[src/hdl/ltsd_pkg.sv]
package ltsd_pkg;

	// clocking of the block and of the emulated dimming oscillator
	localparam int CLK_MHZ  = 50;
	localparam int OSC_MHZ  = 16;
	localparam int ACC_MOD  = CLK_MHZ * 100;
	localparam int ACC_BASE = OSC_MHZ * 100;

	// register offsets
	localparam logic [7:0] ADDR_CTRL      = 8'h00;
	localparam logic [7:0] ADDR_PWM_FIRST = 8'h01;
	localparam logic [7:0] ADDR_PWM_LAST  = 8'h48;
	localparam logic [7:0] ADDR_UPDATE    = 8'h49;
	localparam logic [7:0] ADDR_LVL_FIRST = 8'h4a;
	localparam logic [7:0] ADDR_LVL_LAST  = 8'h6d;
	localparam logic [7:0] ADDR_GLOBAL    = 8'h6e;
	localparam logic [7:0] ADDR_TEMP      = 8'h77;
	localparam logic [7:0] ADDR_SPREAD    = 8'h78;
	localparam logic [7:0] ADDR_SWRST     = 8'h7f;
	localparam logic [7:0] RST_VAL        = 8'h00;
	localparam logic [7:0] TRIGGER        = 8'h00;

	// field positions
	localparam int CTRL_RUN_BIT    = 0;
	localparam int CTRL_RES_LSB    = 1;
	localparam int TEMP_START_LSB  = 0;
	localparam int TEMP_FLAG_BIT   = 4;
	localparam int TEMP_DERATE_LSB = 6;
	localparam int SPR_PERIOD_LSB  = 0;
	localparam int SPR_SPAN_LSB    = 2;
	localparam int SPR_EN_BIT      = 4;
	localparam int SPR_DC_LSB      = 5;

	// channel layout
	localparam int NUM_CH   = 18;
	localparam int GROUP_CH = 6;
	localparam int DUTY_W   = 16;

	// code tables, index is the field code
	localparam logic [7:0] START_C    [4] = '{8'h8c, 8'h78, 8'h64, 8'h5a};
	localparam logic [8:0] DERATE_MUL [4] = '{9'h100, 9'h0c0, 9'h08d, 9'h04d};
	localparam int         RES_BITS   [4] = '{8, 10, 12, 16};
	localparam int         SPAN_PCT   [4] = '{5, 15, 24, 34};
	localparam int         PERIOD_US  [4] = '{1980, 1200, 820, 660};

	typedef enum logic {ST_CLEAR, ST_RUN} ltsd_state_t;

	typedef struct packed {
		logic       wr;
		logic       rd;
		logic [7:0] addr;
		logic [7:0] wdata;
	} ltsd_req_t;

	typedef struct packed {
		logic       valid;
		logic [7:0] data;
	} ltsd_rsp_t;

	typedef struct packed {
		logic       valid;
		logic [4:0] idx;
		logic [8:0] level;
	} ltsd_scale_t;

endpackage

[src/hdl/ltsd_ctrl.sv]
`timescale 1ns/1ps
// Notes on behaviour
// - thermal start point code picks 140, 120, 100 or 90 degrees
// - derate code limits current to 100, 75, 55 or 30 percent
// - over-temperature flag reads one while die is above start point
// - without dc mode outputs follow latched duty, up to one step below full
// - a duty of one step gives no on-time
// - dc mode disables dimming; current scales alone set brightness
// - dc bit 0,1,2 forces outputs 1-6, 7-12, 13-18 on
// - spread enable bit turns oscillator sweep on or off
// - spread period code selects 1980, 1200, 820 or 660 us
// - spread span code selects 5, 15, 24 or 34 percent deviation
// - power-on clears every register to zero
// - writing zero to the reset address clears every register
// - global scale lowers all currents; per-channel scales set each one
// - duty counters run with 256, 1024, 4096 or 65536 steps
// - duty takes effect after update write, pin high and shutdown released
// - default 8-bit dimming near 62 kHz from a 16 MHz step rate
module ltsd_ctrl #(
	parameter int SPREAD_CYC_0 = ltsd_pkg::PERIOD_US[0] * ltsd_pkg::CLK_MHZ,
	parameter int SPREAD_CYC_1 = ltsd_pkg::PERIOD_US[1] * ltsd_pkg::CLK_MHZ,
	parameter int SPREAD_CYC_2 = ltsd_pkg::PERIOD_US[2] * ltsd_pkg::CLK_MHZ,
	parameter int SPREAD_CYC_3 = ltsd_pkg::PERIOD_US[3] * ltsd_pkg::CLK_MHZ
) (
	// clock, reset, enable
	input  wire logic               mclk_in,
	input  wire logic               rst_in,
	input  wire logic               ce_in,
	// register port
	input  wire ltsd_pkg::ltsd_req_t req_in,
	output ltsd_pkg::ltsd_rsp_t     rsp_out,
	output logic                    busy_out,
	// pins and sensor
	input  wire logic               shutdown_pin_in,
	input  wire logic [7:0]         die_temp_in,
	// channel drive
	output logic [17:0]             out_a_out,
	output logic [17:0]             out_b_out,
	output logic [7:0]              global_current_out,
	output ltsd_pkg::ltsd_scale_t   chan_scale_out,
	output logic                    over_temp_out,
	// oscillator control
	output logic                    osc_tick_out,
	output logic signed [11:0]      osc_trim_out
);
	import ltsd_pkg::*;

	localparam int PER_CYC [4] = '{SPREAD_CYC_0, SPREAD_CYC_1, SPREAD_CYC_2, SPREAD_CYC_3};

	ltsd_state_t state;
	logic [6:0]  clr_addr;
	logic [8:0]  sync1, sync2, sync3, in_q;
	logic [7:0]  ctrl, gscale, temp_reg, spread;
	logic [7:0]  rda, rdb;
	logic        rd_pend;
	logic [7:0]  rd_addr;
	logic        commit_arm, copying;
	logic [6:0]  sa, sa_d;
	logic [7:0]  sla;
	logic [7:0]  act [4*NUM_CH];
	logic [12:0] acc;
	logic [15:0] cnt;
	logic [16:0] err;
	logic        up;

	// decode
	wire        clearing  = (state == ST_CLEAR);
	wire        wr_run    = ce_in && !clearing && req_in.wr;
	wire        pin_high  = in_q[8];
	wire [7:0]  temp_now  = in_q[7:0];
	wire        run_ok    = ctrl[CTRL_RUN_BIT] && pin_high;
	wire        upd_take  = wr_run && req_in.addr == ADDR_UPDATE && req_in.wdata == TRIGGER
	                        && run_ok;
	wire        rst_take  = wr_run && req_in.addr == ADDR_SWRST && req_in.wdata == TRIGGER;
	wire        mem_wen   = clearing || (wr_run && !req_in.addr[7] && req_in.addr != ADDR_SWRST);
	wire [6:0]  mem_waddr = clearing ? clr_addr : req_in.addr[6:0];
	wire [7:0]  mem_wdata = clearing ? RST_VAL : req_in.wdata;
	wire [1:0]  res       = ctrl[CTRL_RES_LSB +: 2];
	wire [15:0] mask      = 16'((32'h1 << RES_BITS[res]) - 1);
	wire        sweep_st  = (sa == ADDR_PWM_FIRST[6:0]);
	wire        sd_pwm    = {1'b0, sa_d} >= ADDR_PWM_FIRST && {1'b0, sa_d} <= ADDR_PWM_LAST;
	wire        sd_lvl    = {1'b0, sa_d} >= ADDR_LVL_FIRST && {1'b0, sa_d} <= ADDR_LVL_LAST;
	wire [6:0]  lvl_off   = sa_d - ADDR_LVL_FIRST[6:0];
	wire        spr_en    = spread[SPR_EN_BIT];
	wire [11:0] span      = 12'(SPAN_PCT[spread[SPR_SPAN_LSB +: 2]] * ACC_BASE / 100);
	wire [16:0] per       = 17'(PER_CYC[spread[SPR_PERIOD_LSB +: 2]]);
	wire [17:0] err_sum   = 18'(err) + 18'({span, 2'b00});
	wire        step      = err_sum >= 18'(per);
	wire [13:0] acc_sum   = 14'(acc) + 14'(ACC_BASE) + 14'(osc_trim_out);
	wire        tick      = acc_sum >= 14'(ACC_MOD);
	wire        hot       = temp_now > START_C[temp_reg[TEMP_START_LSB +: 2]];
	wire [16:0] derated   = 17'(gscale) * 17'(DERATE_MUL[temp_reg[TEMP_DERATE_LSB +: 2]]);
	wire [7:0]  temp_view = {temp_reg[7:6], 1'b0, over_temp_out, 2'b00, temp_reg[1:0]};
	wire [7:0]  rd_view   = (rd_addr[7] || rd_addr == ADDR_SWRST) ? 8'h00 :
	                        (rd_addr == ADDR_TEMP) ? temp_view : rda;
	logic [17:0] next_out_a, next_out_b;

	ltsd_regmem u_mem (
		.mclk_in       (mclk_in),
		.ce_in         (ce_in),
		.wr_en_in      (mem_wen),
		.wr_addr_in    (mem_waddr),
		.wr_data_in    (mem_wdata),
		.rd_a_addr_in  (req_in.addr[6:0]),
		.rd_a_data_out (rda),
		.rd_b_addr_in  (sa),
		.rd_b_data_out (rdb)
	);

	// pin and sensor capture; the word moves only when stages two and three agree
	always_ff @(posedge mclk_in) begin
		if (rst_in) begin
			sync1 <= 9'h000;
			sync2 <= 9'h000;
			sync3 <= 9'h000;
			in_q  <= 9'h000;
		end else if (ce_in) begin
			sync1 <= {shutdown_pin_in, die_temp_in};
			sync2 <= sync1;
			sync3 <= sync2;
			if (sync2 == sync3) begin
				in_q <= sync3;
			end
		end
	end

	// clear walk after power-on and after a reset write
	always_ff @(posedge mclk_in) begin
		if (rst_in) begin
			state    <= ST_CLEAR;
			clr_addr <= 7'h00;
			busy_out <= 1'b1;
		end else if (ce_in) begin
			case (state)
				ST_CLEAR: begin
					clr_addr <= clr_addr + 7'h01;
					if (clr_addr == 7'h7f) begin
						state    <= ST_RUN;
						busy_out <= 1'b0;
					end
				end
				ST_RUN: begin
					if (rst_take) begin
						state    <= ST_CLEAR;
						clr_addr <= 7'h00;
						busy_out <= 1'b1;
					end
				end
				default: begin
					state    <= ST_CLEAR;
					busy_out <= 1'b1;
				end
			endcase
		end
	end

	// control copies that steer the logic directly
	always_ff @(posedge mclk_in) begin
		if (rst_in || (ce_in && clearing)) begin
			ctrl     <= RST_VAL;
			gscale   <= RST_VAL;
			temp_reg <= RST_VAL;
			spread   <= RST_VAL;
		end else if (wr_run) begin
			if (req_in.addr == ADDR_CTRL) ctrl <= req_in.wdata;
			if (req_in.addr == ADDR_GLOBAL) gscale <= req_in.wdata;
			if (req_in.addr == ADDR_TEMP) temp_reg <= req_in.wdata;
			if (req_in.addr == ADDR_SPREAD) spread <= req_in.wdata;
		end
	end

	// read answer two cycles after the request; the flag is live, not stored
	always_ff @(posedge mclk_in) begin
		if (rst_in) begin
			rd_pend <= 1'b0;
			rd_addr <= 8'h00;
			rsp_out <= '0;
		end else if (ce_in) begin
			rd_pend       <= req_in.rd;
			rd_addr       <= req_in.addr;
			rsp_out.valid <= rd_pend;
			rsp_out.data  <= rd_view;
		end
	end

	// update arming; a new arm in the sweep-start cycle survives
	always_ff @(posedge mclk_in) begin
		if (rst_in || (ce_in && clearing)) begin
			commit_arm <= 1'b0;
			copying    <= 1'b0;
		end else if (ce_in) begin
			commit_arm <= upd_take || (commit_arm && !sweep_st);
			if (sweep_st) begin
				copying <= commit_arm;
			end
		end
	end

	// background sweep over duty shadows and scale registers
	always_ff @(posedge mclk_in) begin
		if (rst_in) begin
			sa             <= ADDR_PWM_FIRST[6:0];
			sa_d           <= 7'h00;
			sla            <= 8'h00;
			chan_scale_out <= '0;
		end else if (ce_in) begin
			sa   <= (sa == ADDR_LVL_LAST[6:0]) ? ADDR_PWM_FIRST[6:0] : sa + 7'h01;
			sa_d <= sa;
			if (sd_lvl && !lvl_off[0]) begin
				sla <= rdb;
			end
			chan_scale_out.valid <= sd_lvl && lvl_off[0];
			chan_scale_out.idx   <= lvl_off[5:1];
			chan_scale_out.level <= {1'b0, sla} + {1'b0, rdb};
		end
	end

	// latched duty bytes, loaded only by a committed sweep
	genvar i;
	generate
		for (i = 0; i < 4 * NUM_CH; i++) begin : g_act
			always_ff @(posedge mclk_in) begin
				if (rst_in || (ce_in && clearing)) begin
					act[i] <= RST_VAL;
				end else if (ce_in && copying && sd_pwm && sa_d == 7'(i + 1)) begin
					act[i] <= rdb;
				end
			end
		end
	endgenerate

	// 16 MHz average step rate from 50 MHz, bent by the spread trim
	always_ff @(posedge mclk_in) begin
		if (rst_in) begin
			acc          <= 13'h0000;
			cnt          <= 16'h0000;
			osc_tick_out <= 1'b0;
		end else if (ce_in) begin
			acc          <= tick ? 13'(acc_sum - 14'(ACC_MOD)) : acc_sum[12:0];
			osc_tick_out <= tick;
			if (tick) begin
				cnt <= (cnt + 16'h0001) & mask;
			end
		end
	end

	// triangle sweep: one trim step whenever the error crosses the period
	always_ff @(posedge mclk_in) begin
		if (rst_in || (ce_in && !spr_en)) begin
			err          <= 17'h00000;
			osc_trim_out <= 12'sh000;
			up           <= 1'b1;
		end else if (ce_in) begin
			err <= step ? 17'(err_sum - 18'(per)) : err_sum[16:0];
			if (step) begin
				if (up && osc_trim_out >= $signed(span)) begin
					up           <= 1'b0;
					osc_trim_out <= osc_trim_out - 12'sh001;
				end else if (!up && osc_trim_out <= -$signed(span)) begin
					up           <= 1'b1;
					osc_trim_out <= osc_trim_out + 12'sh001;
				end else begin
					osc_trim_out <= up ? osc_trim_out + 12'sh001 : osc_trim_out - 12'sh001;
				end
			end
		end
	end

	// per-channel compare; a duty of exactly one stays dark
	generate
		for (i = 0; i < NUM_CH; i++) begin : g_ch
			wire        dc     = spread[SPR_DC_LSB + i / GROUP_CH];
			wire [15:0] duty_a = (res == 2'b00) ? {8'h00, act[4*i]} :
			                     ({act[4*i+1], act[4*i]} & mask);
			wire [15:0] duty_b = (res == 2'b00) ? {8'h00, act[4*i+2]} :
			                     ({act[4*i+3], act[4*i+2]} & mask);
			assign next_out_a[i] = run_ok && (dc || (duty_a > cnt && duty_a != 16'h0001));
			assign next_out_b[i] = run_ok && (dc || (duty_b > cnt && duty_b != 16'h0001));
		end
	endgenerate

	always_ff @(posedge mclk_in) begin
		if (rst_in) begin
			out_a_out          <= 18'h00000;
			out_b_out          <= 18'h00000;
			over_temp_out      <= 1'b0;
			global_current_out <= 8'h00;
		end else if (ce_in) begin
			out_a_out          <= next_out_a;
			out_b_out          <= next_out_b;
			over_temp_out      <= hot;
			global_current_out <= over_temp_out ? derated[15:8] : gscale;
		end
	end
endmodule

[src/hdl/ltsd_regmem.sv]
`timescale 1ns/1ps
module ltsd_regmem (
	// clock
	input  wire logic       mclk_in,
	input  wire logic       ce_in,
	// write port
	input  wire logic       wr_en_in,
	input  wire logic [6:0] wr_addr_in,
	input  wire logic [7:0] wr_data_in,
	// two registered read ports
	input  wire logic [6:0] rd_a_addr_in,
	output logic      [7:0] rd_a_data_out,
	input  wire logic [6:0] rd_b_addr_in,
	output logic      [7:0] rd_b_data_out
);
	logic [7:0] mem [128];

	// no reset here: the owner walks zeros through every entry
	always_ff @(posedge mclk_in) begin
		if (ce_in) begin
			if (wr_en_in) begin
				mem[wr_addr_in] <= wr_data_in;
			end
			rd_a_data_out <= mem[rd_a_addr_in];
			rd_b_data_out <= mem[rd_b_addr_in];
		end
	end
endmodule

[config.mk]
export PLATFORM = sky130hd
export DESIGN_NAME = ltsd_ctrl
export DESIGN_NICKNAME = d
export VERILOG_FILES = /design/src/hdl/ltsd_pkg.sv /design/src/hdl/ltsd_ctrl.sv /design/src/hdl/ltsd_regmem.sv
export SDC_FILE = /design/constraint.sdc
export NUM_CORES = 2
export LEC_CHECK = 0
export BUFFER_PORTS_ARGS = -buffer_cell sky130_fd_sc_hd__buf_2
export CORE_MARGIN = 1.5
export CORE_UTILIZATION = 45
export DETAILED_ROUTE_END_ITERATION = 10
export GPL_ROUTABILITY_DRIVEN = 0
export MAX_ROUTING_LAYER = met4
export PLACE_DENSITY = 0.66
export SKIP_CTS_REPAIR_TIMING = 1
export SLEW_MARGIN = 10
export SYNTH_ARGS = -nofsm -noshare
export SYNTH_HDL_FRONTEND = slang
export SYNTH_SLANG_ARGS = --single-unit
[constraint.sdc]
create_clock -name mclk_in -period 15.8 [get_ports mclk_in]
set_input_delay 3.95 -clock mclk_in [delete_from_list [all_inputs] [get_ports mclk_in]]
set_output_delay 3.95 -clock mclk_in [all_outputs]
set_load 0.01 [all_outputs]
==> flow_results.xml <==
<?xml version="1.0" encoding="UTF-8"?>
<metrics>
  <group name="outcome">
    <metric name="result_of_the_run" unit="">finished, violations left</metric>
    <metric name="failed_checks" unit="">slew limit</metric>
  </group>
  <group name="cells_and_area">
    <metric name="seq_area" unit="sq mm">0.0531</metric>
    <metric name="final.fill_count" unit="">19400</metric>
    <metric name="postLayoutCellArea" unit="sq mm">0.115</metric>
    <metric name="flow.area_growth_from_synthesis" unit="%">9.64</metric>
    <metric name="finish.cell_count_without_fillers" unit="">11100</metric>
    <metric name="fraction_of_layout_cells_with_a_size_suffix_above_1" unit="%">16.8</metric>
    <metric name="largest_register_ff_count" unit="">1024</metric>
    <metric name="area_used_by_multi_input_combinational_logic" unit="sq mm">0.0487</metric>
    <metric name="final_nets" unit="">8643</metric>
    <metric name="largest_register_by_flop_count" unit="">u_mem.mem</metric>
    <metric name="reg_top3" unit="">u_mem.mem x1024, act x576</metric>
  </group>
  <group name="timing">
    <metric name="fin_skew" unit="ns">0.0666</metric>
    <metric name="slew_headroom" unit="%">-163</metric>
    <metric name="final_period_utilization" unit="%">95.5</metric>
    <metric name="holdWs" unit="ns">0.460</metric>
    <metric name="worstMarginPinSlew" unit="ns">3.95</metric>
    <metric name="finalCriticalPeriod" unit="ns">15.09</metric>
    <metric name="max_freq" unit="GHz">0.0663</metric>
    <metric name="setup-violations-final" unit="">0</metric>
    <metric name="drv_slew" unit="">142</metric>
    <metric name="number_of_endpoints_with_negative_hold_slack_in_the_final_report" unit="">0</metric>
  </group>
  <group name="route">
    <metric name="detail_route.wirelength" unit="um">301000</metric>
    <metric name="routed_via_density" unit="">6.37</metric>
    <metric name="drt_first_pass_iters" unit="">7</metric>
    <metric name="first_iter_violations" unit="">9255</metric>
    <metric name="dr_total_vias" unit="">70400</metric>
    <metric name="avgRoutedWirePerCell" unit="um">27.2</metric>
    <metric name="number_of_routed_nets_with_antenna_violations" unit="">0</metric>
    <metric name="detail_route.drc_violations" unit="">0</metric>
  </group>
  <group name="floorplan">
    <metric name="die_area" unit="sq mm">0.235</metric>
    <metric name="die_h" unit="um">485</metric>
    <metric name="die_width" unit="um">485</metric>
    <metric name="io_pins" unit="">113</metric>
    <metric name="placeable_core_region" unit="sq mm">0.230</metric>
    <metric name="std_cell_rows" unit="">176</metric>
    <metric name="floorplan.initialDensity" unit="%">45.3</metric>
  </group>
  <group name="worst_hold_path">
    <metric name="hold_start" unit="">out_a_out[10]</metric>
    <metric name="worst_hold_path_type" unit="">reg2reg</metric>
    <metric name="timing.hold.worst_path_depth" unit="">2</metric>
    <metric name="worst_hold_path.endpoint" unit="">out_a_out[10]</metric>
  </group>
  <group name="worst_setup_path">
    <metric name="crit_top_cell" unit="">sky130_fd_sc_hd__ha_1</metric>
    <metric name="cell_with_the_largest_stage_delay_on_the_worst_path" unit="">sky130_fd_sc_hd__or4_4</metric>
    <metric name="worstPathRequired" unit="ns">16.50</metric>
    <metric name="end_kind" unit="">flip-flop</metric>
    <metric name="setup.reg_to_reg.worst_slack" unit="ns">0.71</metric>
    <metric name="worst-path-max-fanout" unit="">18</metric>
    <metric name="timing.critical_path.slowest_cell_delay" unit="ns">0.62</metric>
    <metric name="worstSetupStartpointType" unit="">flip-flop</metric>
    <metric name="critical_path.reg2reg.startpoint" unit="">spread[2]</metric>
    <metric name="r2r_end" unit="">err[14]</metric>
    <metric name="criticalPathCategory" unit="">reg2reg</metric>
    <metric name="critical_path_arrival" unit="ns">15.79</metric>
    <metric name="worst-r2r-cell-count" unit="">71</metric>
  </group>
  <group name="global_routing">
    <metric name="track_usage" unit="%">25.9</metric>
    <metric name="grt.overflow.total" unit="">0</metric>
    <metric name="grt_antenna_before_repair" unit="">17</metric>
    <metric name="grt_pass1_wl" unit="um">444000</metric>
    <metric name="first_global_vias" unit="">69300</metric>
    <metric name="grt_max_degree" unit="">134</metric>
  </group>
  <group name="clock_network">
    <metric name="clkSlewWorstSetupHoldPaths" unit="ns">0.06</metric>
    <metric name="cts.htree.levels" unit="">4</metric>
    <metric name="ctsRootBufferMaster" unit="">sky130_fd_sc_hd__clkbuf_16</metric>
    <metric name="cts_sinks" unit="">1844</metric>
    <metric name="clk-insertion-delay-late" unit="ns">0.87</metric>
    <metric name="cts_made_buffers" unit="">195</metric>
    <metric name="max-clock-path-buffers" unit="">3</metric>
    <metric name="tritoncts" unit="">built</metric>
  </group>
  <group name="synthesis">
    <metric name="synth_enable_flop_cells" unit="">1616</metric>
    <metric name="mappedNetlistArea" unit="sq mm">0.104</metric>
    <metric name="synth_flop_cell" unit="">sky130_fd_sc_hd__edfxtp_1</metric>
    <metric name="ys_seq_elements" unit="">1844</metric>
    <metric name="ys_seq_area_share" unit="%">50.8</metric>
    <metric name="ys_async_sr_fraction" unit="%">0</metric>
    <metric name="synthesis.area_per_instance" unit="sq um">13.1</metric>
    <metric name="count_of_different_cell_masters_after_synthesis" unit="">96</metric>
    <metric name="ys.warnings.count" unit="">0</metric>
    <metric name="number_of_standard_cells_after_synthesis" unit="">7991</metric>
  </group>
  <group name="place">
    <metric name="dp.final_hpwl" unit="um">189000</metric>
    <metric name="buffer_ports.inserted" unit="">112</metric>
    <metric name="placed_cells_incl_taps" unit="">10600</metric>
    <metric name="place_area" unit="sq mm">0.108</metric>
  </group>
  <group name="power">
    <metric name="ir_drop" unit="mV">0.102</metric>
    <metric name="cellLeakagePower" unit="nW">42.6</metric>
    <metric name="power_per_cell_area" unit="mW/mm^2">96.3</metric>
    <metric name="power.total" unit="mW">11.0</metric>
  </group>
  <group name="flow_run">
    <metric name="max_cap_viol_count" unit="">0</metric>
  </group>
</metrics>
==> layer usage <==
layer | share of wire, % | vias up | GRT usage, %
met3 | 9.2 | 631 | 4.28
met4 | 3.8 | 0 | 9.04
li1 | - | 30700 | -
met1 | 39 | 35400 | 33.7
met2 | 48 | 3689 | 41.0
met5 | 0 | - | -
==> critical path: cells and delay by family (launching register included) <==
kind            cells  cell delay, ns
compound gates     26            4.61
flops               1            0.43
simple gates       26            5.70
buf+inv             6            0.97
mux                 1            0.25
fa+ha+maj           8            2.46
xor+xnor            4            0.49
==> synth_stat cells, types with 74 or more instances <==
master                     instances  share of area (%)
sky130_fd_sc_hd__edfxtp_1       1616                 46
sky130_fd_sc_hd__ha_1            752                9.0
sky130_fd_sc_hd__mux4_2          672                 14
sky130_fd_sc_hd__and3_1          521                3.1
sky130_fd_sc_hd__clkbuf_1        506                1.8
sky130_fd_sc_hd__nor2_1          484                1.7
sky130_fd_sc_hd__and2_1          459                2.7
sky130_fd_sc_hd__o21ai_0         318                1.5
sky130_fd_sc_hd__a21oi_1         314                1.5
sky130_fd_sc_hd__dfxtp_1         228                4.4
sky130_fd_sc_hd__nand2_1         211               0.76
sky130_fd_sc_hd__inv_1           174               0.63
sky130_fd_sc_hd__nand4_1         173                1.0
sky130_fd_sc_hd__nor3_1          173               0.83
sky130_fd_sc_hd__nand2b_1        147               0.88
sky130_fd_sc_hd__nor2b_1         140               0.84
sky130_fd_sc_hd__mux2i_1         123                1.2
sky130_fd_sc_hd__or4_1            95               0.68
sky130_fd_sc_hd__xnor2_1          95               0.80
sky130_fd_sc_hd__buf_1            92               0.33
sky130_fd_sc_hd__nor4_1           91               0.55
sky130_fd_sc_hd__a21o_1           81               0.58
sky130_fd_sc_hd__nand3_1          74               0.35
==> layout make-up <==
type	instances	share of cell area, %
clock buffers	261	4.61
inverters	181	0.609
diodes	16	0.0350
multi-input cells	5359	42.5
well taps	3026	3.31
repair buffers	259	1.52
flip-flops and latches	1844	46.4
clock inverters	107	1.05
==> worst max path at each step <==
stage,cells past startpoint,to,from,slack (ns)
2_1_floorplan,74,err[11],spread[3],1.15
3_3_place_gp,69,osc_trim_out[10],spread[2],-0.11
3_5_place_dp,70,osc_trim_out[11],spread[2],-0.54
4_1_cts,70,osc_trim_out[11],spread[2],-0.59
5_1_grt,70,err[12],spread[2],-0.16
6_report,71,err[14],spread[2],0.71
==> cells by family after synthesis <==
kind of cell             synth area share (%)
adder cells (fa/ha/maj)                  9.41
buffers and inverters                    2.87
AND/OR/NAND/NOR                          14.0
XOR/XNOR                                 1.16
AO/OA/AOI/OAI                            5.88
multiplexers                             15.8
flip-flops                               50.8
other                                 0.00719
==> stage by stage <==
step / util (%) / setup TNS [ns] / worst slack, ns
2_1_floorplan: - / 0 / 1.15
3_3_place_gp: 46.7 / -0.254 / -0.109
3_5_place_dp: 46.7 / -9.60 / -0.542
4_1_cts: 49.5 / -11.07 / -0.594
5_1_grt: 49.7 / -1.20 / -0.163
6_report: 49.7 / 0 / 0.712
==> layout by cell type (no fill, tap or decap), types with 81 or more instances in the layout <==
master,instances
sky130_fd_sc_hd__nand2b_1,146
sky130_fd_sc_hd__xnor2_1,93
sky130_fd_sc_hd__nor2_1,477
sky130_fd_sc_hd__ha_1,745
sky130_fd_sc_hd__nor4_1,86
sky130_fd_sc_hd__edfxtp_1,1616
sky130_fd_sc_hd__nand4_1,173
sky130_fd_sc_hd__mux2i_1,122
sky130_fd_sc_hd__clkbuf_16,197
sky130_fd_sc_hd__buf_4,144
sky130_fd_sc_hd__and3_1,520
sky130_fd_sc_hd__or4_1,95
sky130_fd_sc_hd__nand2_1,210
sky130_fd_sc_hd__o21ai_0,313
sky130_fd_sc_hd__a21oi_1,312
sky130_fd_sc_hd__a21o_1,81
sky130_fd_sc_hd__nor3_1,170
sky130_fd_sc_hd__mux4_2,672
sky130_fd_sc_hd__buf_2,107
sky130_fd_sc_hd__and2_1,450
sky130_fd_sc_hd__inv_1,156
sky130_fd_sc_hd__nor2b_1,140
sky130_fd_sc_hd__dfxtp_1,220
==> where the power goes <==
group	internal, mW	switching [mW]
Sequential	5.34	0.0582
Clock	2.66	2.00
Combinational	0.387	0.582
Note: power is estimated with default switching activity, not from simulation.
